===== config.mk =====
export PLATFORM = sky130hd
export DESIGN_NAME = adic_cmd_layer
export DESIGN_NICKNAME = d
export VERILOG_FILES = /design/src/rtl/adic_pkg.sv /design/src/rtl/adic_cmd_layer.sv
export VERILOG_INCLUDE_DIRS = /design/src /design/src/rtl
export SDC_FILE = /design/constraint.sdc
export NUM_CORES = 1
export LEC_CHECK = 0
export BUFFER_PORTS_ARGS = -buffer_cell sky130_fd_sc_hd__buf_2
export CORE_MARGIN = 2
export CORE_UTILIZATION = 30
export DETAILED_ROUTE_END_ITERATION = 8
export SYNTH_ARGS = -nofsm -noshare
export SYNTH_HDL_FRONTEND = slang
export SYNTH_SLANG_ARGS = --single-unit

===== constraint.sdc =====
create_clock -name i_sys_clk -period 2.3 [get_ports i_sys_clk]
set_input_delay 0.46 -clock i_sys_clk [delete_from_list [all_inputs] [get_ports i_sys_clk]]
set_output_delay 0.46 -clock i_sys_clk [all_outputs]
set_load 0.01 [all_outputs]

===== src/rtl/adic_map.svh =====
// task-file field positions, command codes and limits for the command layer
// assumes inclusion by bare name from the command layer files
`ifndef ADIC_MAP_SVH
`define ADIC_MAP_SVH
`define ADIC_DH_DRV_BIT     4
`define ADIC_DH_LBA_BIT     6
`define ADIC_FIS_MAX_DW     12'h800
`define ADIC_CMD_NOP        8'h00
`define ADIC_CMD_RD_DMA     8'hc8
`define ADIC_CMD_WR_DMA     8'hca
`define ADIC_CMD_RD_SEC     8'h20
`define ADIC_CMD_WR_SEC     8'h30
`define ADIC_CMD_VFY0       8'h40
`define ADIC_CMD_VFY1       8'h41
`define ADIC_CMD_WR_NOE     8'h38
`define ADIC_CMD_WRM_NOE    8'hcd
`define ADIC_CMD_SET_MAX    8'hf9
`define ADIC_CMD_SET_FEAT   8'hef
`define ADIC_CMD_FLUSH      8'he7
`define ADIC_CMD_IDENT      8'hec
`define ADIC_CMD_CHK_PWR0   8'he5
`define ADIC_CMD_CHK_PWR1   8'h98
`define ADIC_CMD_LEG0       8'h87
`define ADIC_CMD_LEG1       8'hc0
`define ADIC_PWR_STANDBY    8'h00
`define ADIC_PWR_IDLE       8'hff
`define ADIC_ST_OK          8'h50
`define ADIC_ST_ERR         8'h51
`define ADIC_ERR_ABRT       8'h04
`endif


===== src/rtl/adic_pkg.sv =====
// types for the dma data-in command layer
// assumes adic_map.svh constants
package adic_pkg;
  typedef struct packed {
    logic [7:0]  features_register;
    logic [7:0]  sector_count_register;
    logic [7:0]  sector_number_register;
    logic [15:0] cylinder_registers;
    logic [7:0]  drive_head_register;
    logic [7:0]  command;
  } adic_taskfile_t;
  typedef struct packed {
    logic [7:0]  status;
    logic [7:0]  error;
    logic [7:0]  sector_count_register;
    logic        irq;
  } adic_regfis_t;
  typedef enum logic [1:0] {
    device_idle_state        = 2'b00,
    dma_in_wait_state        = 2'b01,
    dma_in_send_data_state   = 2'b10,
    dma_in_send_status_state = 2'b11
  } adic_state_t;
endpackage : adic_pkg


===== src/rtl/adic_cmd_layer.sv =====
// device command layer: task-file decode and dma data-in sequencing
// assumes synchronous inputs; transport layer acks with one-cycle pulses
// How it works
// - only the read dma command (c8h) enters dma-in wait state from idle
// - in wait state, stage requested data for the next data fis
// - data staged, move to send-data state
// - all data done or error abort, move to send-status state
// - send-data asks transport to transmit a data fis
// - each data fis carries at most 2048 dwords
// - data fis finished, return to dma-in wait state
// - send-status asks for register fis with interrupt bit set
// - register fis sent, go to device idle
// - legacy codes complete as no-operation with good status
// - valid-marked registers are parameters used by the command
// - full drive/head decode gives drive bit and head bits
// - drive-only commands decode drive bit, head field ignored
// - command-specific registers interpreted per command
// - lba commands accept chs or lba addressing
// - write-without-erase decodes as write with full address/count
// - set-max takes count, number, cylinder, drive/head, lba form
// - set-features routes the features register as subcommand
// - check-power reports 00h standby or ffh idle in sector count
`timescale 1ns/100ps
`include "adic_map.svh"
`default_nettype none
module adic_cmd_layer
  import adic_pkg::*;
(
  // clock and reset
  input  wire logic           i_sys_clk,
  input  wire logic           i_arst_n,
  // command from task file
  input  wire logic           i_cmd_valid,
  input  wire adic_taskfile_t i_taskfile,
  input  wire logic           i_standby,
  // media side
  input  wire logic [15:0]    i_total_dw,
  input  wire logic           i_data_ready,
  input  wire logic           i_abort_err,
  // transport layer
  input  wire logic           i_data_fis_done,
  input  wire logic           i_reg_fis_done,
  output logic                o_data_fis_req,
  output logic [11:0]         o_data_fis_dw,
  output logic                o_stage_req,
  output logic                o_reg_fis_req,
  output adic_regfis_t        o_reg_fis,
  // decoded parameters
  output logic                o_busy,
  output logic                o_is_write,
  output logic                o_lba_mode,
  output logic [27:0]         o_address,
  output logic [7:0]          o_count,
  output logic                o_drive,
  output logic [3:0]          o_head,
  output logic                o_feat_valid,
  output logic [7:0]          o_feature
);

  ////////////////////////////////////////////////////////////////////////
  // command classes
  logic [7:0] cmd;
  logic       c_dma_rd;
  logic       c_addr;
  logic       c_wr;
  logic       c_drv_only;
  logic       c_nop;
  logic       c_chk;
  assign cmd = i_taskfile.command;
  always_comb
  begin
    c_dma_rd   = (cmd == `ADIC_CMD_RD_DMA);
    c_wr       = (cmd == `ADIC_CMD_WR_DMA) | (cmd == `ADIC_CMD_WR_SEC) |
                 (cmd == `ADIC_CMD_WR_NOE) | (cmd == `ADIC_CMD_WRM_NOE);
    c_addr     = c_dma_rd | c_wr | (cmd == `ADIC_CMD_RD_SEC) |
                 (cmd == `ADIC_CMD_VFY0) | (cmd == `ADIC_CMD_VFY1) |
                 (cmd == `ADIC_CMD_SET_MAX);
    c_chk      = (cmd == `ADIC_CMD_CHK_PWR0) | (cmd == `ADIC_CMD_CHK_PWR1);
    c_drv_only = (cmd == `ADIC_CMD_FLUSH) | (cmd == `ADIC_CMD_IDENT) |
                 (cmd == `ADIC_CMD_SET_FEAT) | c_chk;
    c_nop      = (cmd == `ADIC_CMD_NOP) | (cmd == `ADIC_CMD_LEG0) |
                 (cmd == `ADIC_CMD_LEG1);
  end

  ////////////////////////////////////////////////////////////////////////
  // sequencer
  adic_state_t  state_q, state_d;
  logic [15:0]  left_q, left_d;
  logic [11:0]  chunk_q, chunk_d;
  logic         dreq_q, dreq_d;
  logic         sreq_q, sreq_d;
  logic         rreq_q, rreq_d;
  adic_regfis_t rfis_q, rfis_d;
  logic         wr_q, wr_d;
  logic         lba_q, lba_d;
  logic [27:0]  addr_q, addr_d;
  logic [7:0]   cnt_q, cnt_d;
  logic         drv_q, drv_d;
  logic [3:0]   head_q, head_d;
  logic         fv_q, fv_d;
  logic [7:0]   feat_q, feat_d;
  logic         accept;
  assign accept = i_cmd_valid & (state_q == device_idle_state);

  always_comb
  begin
    state_d = state_q;
    left_d  = left_q;
    chunk_d = chunk_q;
    dreq_d  = 1'b0;
    sreq_d  = 1'b0;
    rreq_d  = rreq_q;
    rfis_d  = rfis_q;
    wr_d    = wr_q;
    lba_d   = lba_q;
    addr_d  = addr_q;
    cnt_d   = cnt_q;
    drv_d   = drv_q;
    head_d  = head_q;
    fv_d    = 1'b0;
    feat_d  = feat_q;
    case (state_q)
      device_idle_state:
      begin
        if (accept)
        begin
          drv_d = i_taskfile.drive_head_register[`ADIC_DH_DRV_BIT];
          rfis_d = '{status: `ADIC_ST_OK, error: 8'h00,
                     sector_count_register: i_taskfile.sector_count_register,
                     irq: 1'b1};
          if (c_addr)
          begin
            wr_d   = c_wr;
            lba_d  = i_taskfile.drive_head_register[`ADIC_DH_LBA_BIT];
            head_d = i_taskfile.drive_head_register[3:0];
            addr_d = {i_taskfile.drive_head_register[3:0],
                      i_taskfile.cylinder_registers,
                      i_taskfile.sector_number_register};
            cnt_d  = i_taskfile.sector_count_register;
          end
          else
          begin
            head_d = 4'h0;
          end
          if (cmd == `ADIC_CMD_SET_FEAT)
          begin
            fv_d   = 1'b1;
            feat_d = i_taskfile.features_register;
          end
          if (c_chk)
            rfis_d.sector_count_register = i_standby ? `ADIC_PWR_STANDBY
                                                     : `ADIC_PWR_IDLE;
          if (c_dma_rd)
          begin
            left_d  = i_total_dw;
            state_d = dma_in_wait_state;
            sreq_d  = 1'b1;
          end
          else
          begin
            if (!(c_addr | c_drv_only | c_nop))
              rfis_d = '{status: `ADIC_ST_ERR, error: `ADIC_ERR_ABRT,
                         sector_count_register:
                           i_taskfile.sector_count_register,
                         irq: 1'b1};
            rreq_d  = 1'b1;
            state_d = dma_in_send_status_state;
          end
        end
      end
      dma_in_wait_state:
      begin
        if (i_abort_err | (left_q == 16'h0000))
        begin
          if (i_abort_err)
          begin
            rfis_d.status = `ADIC_ST_ERR;
            rfis_d.error  = `ADIC_ERR_ABRT;
          end
          rreq_d  = 1'b1;
          state_d = dma_in_send_status_state;
        end
        else if (i_data_ready)
        begin
          chunk_d = (left_q > 16'(`ADIC_FIS_MAX_DW)) ? `ADIC_FIS_MAX_DW
                                                   : left_q[11:0];
          dreq_d  = 1'b1;
          state_d = dma_in_send_data_state;
        end
        else
          sreq_d = 1'b1;
      end
      dma_in_send_data_state:
      begin
        if (i_data_fis_done)
        begin
          left_d  = left_q - {4'h0, chunk_q};
          sreq_d  = 1'b1;
          state_d = dma_in_wait_state;
        end
      end
      dma_in_send_status_state:
      begin
        if (i_reg_fis_done)
        begin
          rreq_d  = 1'b0;
          state_d = device_idle_state;
        end
      end
      default:
        state_d = device_idle_state;
    endcase
  end

  always_ff @(posedge i_sys_clk or negedge i_arst_n)
  begin
    if (!i_arst_n)
    begin
      state_q <= device_idle_state;
      left_q  <= 16'h0000;
      chunk_q <= 12'h000;
      dreq_q  <= 1'b0;
      sreq_q  <= 1'b0;
      rreq_q  <= 1'b0;
      rfis_q  <= '0;
      wr_q    <= 1'b0;
      lba_q   <= 1'b0;
      addr_q  <= 28'h0000000;
      cnt_q   <= 8'h00;
      drv_q   <= 1'b0;
      head_q  <= 4'h0;
      fv_q    <= 1'b0;
      feat_q  <= 8'h00;
    end
    else
    begin
      state_q <= state_d;
      left_q  <= left_d;
      chunk_q <= chunk_d;
      dreq_q  <= dreq_d;
      sreq_q  <= sreq_d;
      rreq_q  <= rreq_d;
      rfis_q  <= rfis_d;
      wr_q    <= wr_d;
      lba_q   <= lba_d;
      addr_q  <= addr_d;
      cnt_q   <= cnt_d;
      drv_q   <= drv_d;
      head_q  <= head_d;
      fv_q    <= fv_d;
      feat_q  <= feat_d;
    end
  end

  ////////////////////////////////////////////////////////////////////////
  // outputs
  logic busy_q;
  logic busy_d;
  always_comb
  begin
    busy_d = (state_d != device_idle_state);
  end
  always_ff @(posedge i_sys_clk or negedge i_arst_n)
  begin
    if (!i_arst_n)
      busy_q <= 1'b0;
    else
      busy_q <= busy_d;
  end
  assign o_busy         = busy_q;
  assign o_data_fis_req = dreq_q;
  assign o_data_fis_dw  = chunk_q;
  assign o_stage_req    = sreq_q;
  assign o_reg_fis_req  = rreq_q;
  assign o_reg_fis      = rfis_q;
  assign o_is_write     = wr_q;
  assign o_lba_mode     = lba_q;
  assign o_address      = addr_q;
  assign o_count        = cnt_q;
  assign o_drive        = drv_q;
  assign o_head         = head_q;
  assign o_feat_valid   = fv_q;
  assign o_feature      = feat_q;
endmodule : adic_cmd_layer
`default_nettype wire


==> qor.txt, run 1 <==
CTS tree: built
Worst setup margin: 0.1149 ns
# clock sinks: 97
Top Family by Delay on Critical Path: compound AO/OA/AOI/OAI gates
Crit-path slowest cell: dfrtp_1
Ys Warns: 0
Mapped Area: 0.005379 sq mm
Worst-path clk slew: 0.07 ns
P&R area growth vs syn: 26.96%
Tmin final: 2.185 ns
# IOs: 173
Dpl hpwl: 10060 um
Post-Syn Instances: 489
Drt wl/cell: 15.40 um
Crit Path Max Fanout: 3
Critical Path AT: 2.42 ns
Slew HR: 60.90%
Area after DPL: 0.006420 sq mm
Final Skew: 0.005673 ns
Logic pwr share: 51.1%
Post-Syn Area per Cell: 11.00 sq um
Post-route cell area: 0.006829 sq mm
CTS buffer count: 9
Gr ovfl total: 0
Die X: 137.9 um
Tightest Hold Check Type: in2async
Max incr delay on CP: 0.41 ns
DIE AREA: 0.01902 sq mm
Area of the multi-input gates: 0.002734 sq mm
H-tree Lvls: 3
# fillers: 1727
Rows: 48
Synth async-reset ratio: 100.0%
First-pass GRT wire length: 20640 um
Pins Over Slew Limit: 0
Setup violations, final: 0
Final Hold Viols: 0
Leak: 3.362 nW
Crit. End Element: flip-flop
Non-Filler Instances: 886
Critical Path RT: 2.54 ns
Cells after DPL: 867
Most frequent cells in the layout: buf_2, dfrtp_1, mux2_4
Routability cong.: 0.8359
Clk Latency, worst-skew pair: 0.35 ns
Number of synthesized flops with an enable pin: 0
Clock power frac: 17.4%
PwrDens: 1235 mW/mm^2
Worst Setup Start Kind: flip-flop
Synth Register Bits: 97
VDD IR-drop max: 0.4250 mV
Core area: 0.01742 sq mm
Net count, final: 752
Number of max-cap violations: 0
Final WL: 13650 um
Switching power total: 3.401 mW
Synth unique cells: 71
Top_reg_cell synth: dfrtp_1
Setup WS pre-CTS: -0.1300 ns
Sequential share of the synthesized area: 45.13%
Internal: 5.034 mW
Maximum clock insertion buffer count: 2
Die Span Y: 137.9 um
Tot GR Track Use: 14.19%
I/O Buffers: 158
Buffers & Inverters on Critical Path: 1
Worst slew pin tran: 0.5865 ns
TritonRoute pass-1 iters: 5
Crit share post-route: 95.00%
Starting utilization of the core area: 30.88%
Clk root buf: clkbuf_16
Largest net degree at the start of global routing: 48
Initial antenna violation count: 1
Setup TNS Final: 0 ns
Vias: 4210
Seq pwr share: 31.5%
Status: finished clean
Drt via density: 4.752
Register Area: 0.002427 sq mm
Sw Share: 40.32%
Critical path type: reg2reg
Starting DRC count in detailed routing: 204
Number of global-route vias before repair: 3944
Unrepaired setup endpoints after global routing: true
Commonest non-fill, non-tap cell in the layout: buf_2
Post-route antenna net violation count: 0
CP cell instances: ha_4, fa_2, nand2b_4, a21oi_1, o21a_1, o41ai_2, buf_4, mux2i_1, a211o_1
Max Fclk: 457.7 MHz
DRC errors left: 0
Share of post-route cells with drive strength above 1: 41.97%
==> metal layers <==
layer | part of all wire [%] | up-vias | GRT usage, %
met1 | 46 | 2018 | 18.77
met2 | 48 | 100 | 22.85
met5 | 0 | - | 0
met3 | 3.3 | 15 | 2.230
met4 | 2.2 | 0 | 6.463
li1 | - | 2077 | -
==> area by class of cell <==
| type | instances | share of cell area [%] |
|---|---|---|
| clock buffers | 9 | 3.298 |
| repair buffers | 183 | 14.91 |
| inverters | 21 | 1.154 |
| clock inverters | 7 | 0.8978 |
| flip-flops and latches | 97 | 35.54 |
| well taps | 225 | 4.122 |
| multi-input cells | 343 | 40.03 |
| diodes | 1 | 0.03664 |
==> per-stage QoR <==
stage,hold WS [ns],total power [mW],util [%]
final,0.1069,8.435,39.21
after global routing,0.1442,9.084,39.20
after CTS,0.1185,8.276,38.63
after detailed placement,0.4496,6.690,36.86
after global placement,0.4509,6.650,36.86
after floorplan,0.1644,5.353,-
==> worst register-to-register path, delay by kind of cell (launching register included) <==
kind                       cells  cell delay (ns)
AOI/OAI and AO/OA              4             0.71
adders and majority gates      2             0.54
buffers and inverters          1             0.14
DFF                            1             0.41
muxes                          1             0.11
and+or+nand+nor                1             0.17
==> cell families (layout without fill, tap and decap cells) <==
kind of cell / after synthesis / after routing / synth area share (%)
AOI/OAI and AO/OA: 112 / 112 / 13.19
and+or+nand+nor: 141 / 141 / 15.45
xor gates and xnor gates: 9 / 9 / 1.465
buffers and inverters: 60 / 220 / 6.769
other: 1 / 13 / 0.06972
muxes: 52 / 52 / 13.84
DFF: 97 / 97 / 45.13
adders and majority gates: 17 / 17 / 4.094
==> power by group through the flow <==
stage               clock (mW)  sequential, mW  combinational (mW)
finish                    1.47            2.65                4.31
global route              1.59            2.74                4.75
CTS                       1.53            2.65                4.10
detailed placement           0            2.67                4.02
global placement             0            2.66                3.99
floorplan                    0            2.85                2.50
==> registers in the layout, indices dropped and copies added, names as in the netlist <==
name and flops:
o_head 4, o_feat_valid 1, o_is_write 1, o_lba_mode 1, o_busy 1, o_feature 8, o_drive 1, o_count 8
state_q 2, o_data_fis_dw 12, o_reg_fis_req 1, o_address 28, o_stage_req 1, o_data_fis_req 1, left_q 16, o_reg_fis 11
==> Yosys cell counts (all sizes together), types with 7 or more instances <==
master  instances  area (sq um)
nand2b         10         62.56
nand2          31         116.4
ha             16         200.2
a21oi          32         160.2
nor4            7         43.79
nor2           25         120.1
dfrtp          97          2427
o21ai          35         175.2
nand3          10         55.05
nor3            7         62.56
clkbuf         11         41.29
buf            28         244.0
mux2           47         694.4
inv            21         78.82
and3            7         45.05
nand4          17         112.6
==> repair_timing <==
| action | in CTS | in global routing |
|---|---|---|
| pin swaps | 1 | 9 |
| setup buffers | 0 | 2 |
| gates resized for setup | 4 | 17 |
| setup endpoints to repair | 3 | 6 |
| hold buffers | 0 | 0 |
==> final timing paths <==
check                                  from             to  slack [ns]  depth (start not counted)
max                        o_data_fis_dw[0]      left_q[8]        0.11                          9
min                                i_arst_n    o_stage_req        0.11                          1
min in group i_sys_clk       i_taskfile[24]  o_address[16]        0.32                          2
max reg2reg                o_data_fis_dw[0]      left_q[8]        0.11                          9
max in group asynchronous          i_arst_n  o_address[10]        1.53                          2
min reg2reg                    o_reg_fis[6]   o_reg_fis[6]        0.48                          2
No activity file was read; power rests on OpenSTA's default activity.
==> run 2: changes to the inputs <==
Settings changed: CTS_BUF_LIST set to sky130_fd_sc_hd__clkbuf_8.
==> run 2 against run 1 <==
Hold slack worse by 0.034 ns. Critical path type unchanged. Sequential power is essentially flat. Critical endpoint is now left_q[12]. Sequential share of layout area increased by 0.56 points. Die area is the same. Final area down 1.6%. Largest power group unchanged.
==> qor.txt, run 2 (synthesis gave the netlist of run 1 again) <==
Final Hold Viols: 0
Rows: 48
Slew HR: 61.46%
I/O Buffers: 158
TritonRoute pass-1 iters: 6
Tot GR Track Use: 14.06%
Worst setup margin: 0.08650 ns
Final Skew: 0.01119 ns
CTS buffer count: 9
# IOs: 173
Starting DRC count in detailed routing: 197
Largest net degree at the start of global routing: 48
VDD IR-drop max: 0.3920 mV
Max Fclk: 451.8 MHz
Gr ovfl total: 0
Share of post-route cells with drive strength above 1: 41.82%
Die X: 137.9 um
Initial antenna violation count: 1
Status: finished clean
Starting utilization of the core area: 30.88%
Most frequent cells in the layout: buf_2, dfrtp_1, mux2_4
Routability cong.: 0.8359
CTS tree: built
Worst-path clk slew: 0.10 ns
Critical path type: reg2reg
Grt met3 use: 2.376%
Drt via density: 4.746
Tightest Hold Check Type: in2async
Area after DPL: 0.006420 sq mm
Post-route cell area: 0.006723 sq mm
DRC errors left: 0
PwrDens: 1197 mW/mm^2
Worst slew pin tran: 0.5781 ns
Number of max-cap violations: 0
Vias: 4205
# fillers: 1734
Final WL: 13590 um
Clk root buf: clkbuf_8
Maximum clock insertion buffer count: 2
Core area: 0.01742 sq mm
Crit. End Element: flip-flop
Crit share post-route: 96.24%
Pins Over Slew Limit: 0
Number of global-route vias before repair: 3934
Net count, final: 752
P&R area growth vs syn: 24.98%
Unrepaired setup endpoints after global routing: true
Clk Latency, worst-skew pair: 0.38 ns
GRT met1 Usage: 18.82%
Setup WS pre-CTS: -0.1300 ns
DIE AREA: 0.01902 sq mm
GR peak layer: met2
Tmin final: 2.214 ns
Worst Setup Start Kind: flip-flop
# clock sinks: 97
H-tree Lvls: 3
Drt wl/cell: 15.33 um
Die Span Y: 137.9 um
Post-route antenna net violation count: 0
Leak: 3.314 nW
Commonest non-fill, non-tap cell in the layout: buf_2
Dpl hpwl: 10060 um
Critical Path RT: 2.61 ns
Number of flip-flops in the largest register: 28
Critical Path AT: 2.52 ns
First-pass GRT wire length: 20570 um
Setup violations, final: 0
Crit Path Max Fanout: 6
M2 GR Usage: 22.52%
[run 2: cell counts in the layout (fill, tap and decap cells not counted)]
Identical to the previous run, type by type.
[run 2: power breakdown]
part	leakage, nW	switching (mW)	internal [mW]
Clock	0.0936	0.673	0.415
Combinational	1.96	2.31	1.99
Sequential	1.26	0.374	2.28
Total	3.31	3.36	4.68
[run 2: path summary, 6_finish.rpt]
| kind | startpoint | to | slack, ns | cells past startpoint |
|---|---|---|---|---|
| worst max-delay path | o_data_fis_dw[7] | left_q[12] | 0.09 | 9 |
| worst min-delay path | i_arst_n | o_stage_req | 0.07 | 1 |
| worst max register to register | o_data_fis_dw[7] | left_q[12] | 0.09 | 9 |
| worst min register to register | o_reg_fis[1] | o_reg_fis[1] | 0.49 | 2 |
| max in group asynchronous | i_arst_n | o_address[10] | 1.57 | 2 |
| min in group i_sys_clk | i_taskfile[24] | o_address[16] | 0.29 | 2 |
[run 2: timing repair]
item,4_1_cts,5_1_grt
hold buffers,0,0
gates resized for setup,4,16
endpoints found under the hold margin,0,0
setup buffers,0,2
pin swaps,1,9
cloned,0,0
endpoints found under the setup margin,3,6
[run 2: final cells by class]
type	count	area, sq um	share of cell area [%]
Clock buffer	9	123.9	1.843
Antenna cell	1	2.502	0.03722
Multi-Input combinational cell	343	2729	40.59
Clock inverter	7	61.31	0.9120
Sequential cell	97	2427	36.11
Timing Repair Buffer	183	1018	15.15
Inverter	21	78.83	1.173
Tap cell	225	281.5	4.188
[run 2: worst max-delay path: stages, from the launching register on]
cell and delay, ns:
dfrtp_1 0.39, inv_1 0.09, ha_2 0.31, a21o_1 0.17
a21o_1 0.19, nor3b_1 0.25, a221oi_2 0.10, buf_4 0.17
or4_1 0.39, nand3_1 0.10
[run 2: routing by layer]
layer	up-vias	part of all wire, %
met4	0	2.3
li1	2073	-
met5	-	0
met1	2013	46
met3	16	3.6
met2	103	48
[run 2: stage by stage]
step                cells  total power, mW  utilization [%]  setup TNS, ns  hold slack (ns)
detailed placement    867            6.690            36.86        -0.2971           0.4496
global route          885            8.680            38.58       -0.02742          0.09790
finish                886            8.046            38.60              0          0.07262
floorplan             500            5.353                -              0           0.1644
CTS                   883            7.879            38.05              0          0.07780
global placement      867            6.650            36.86        -0.2170           0.4509
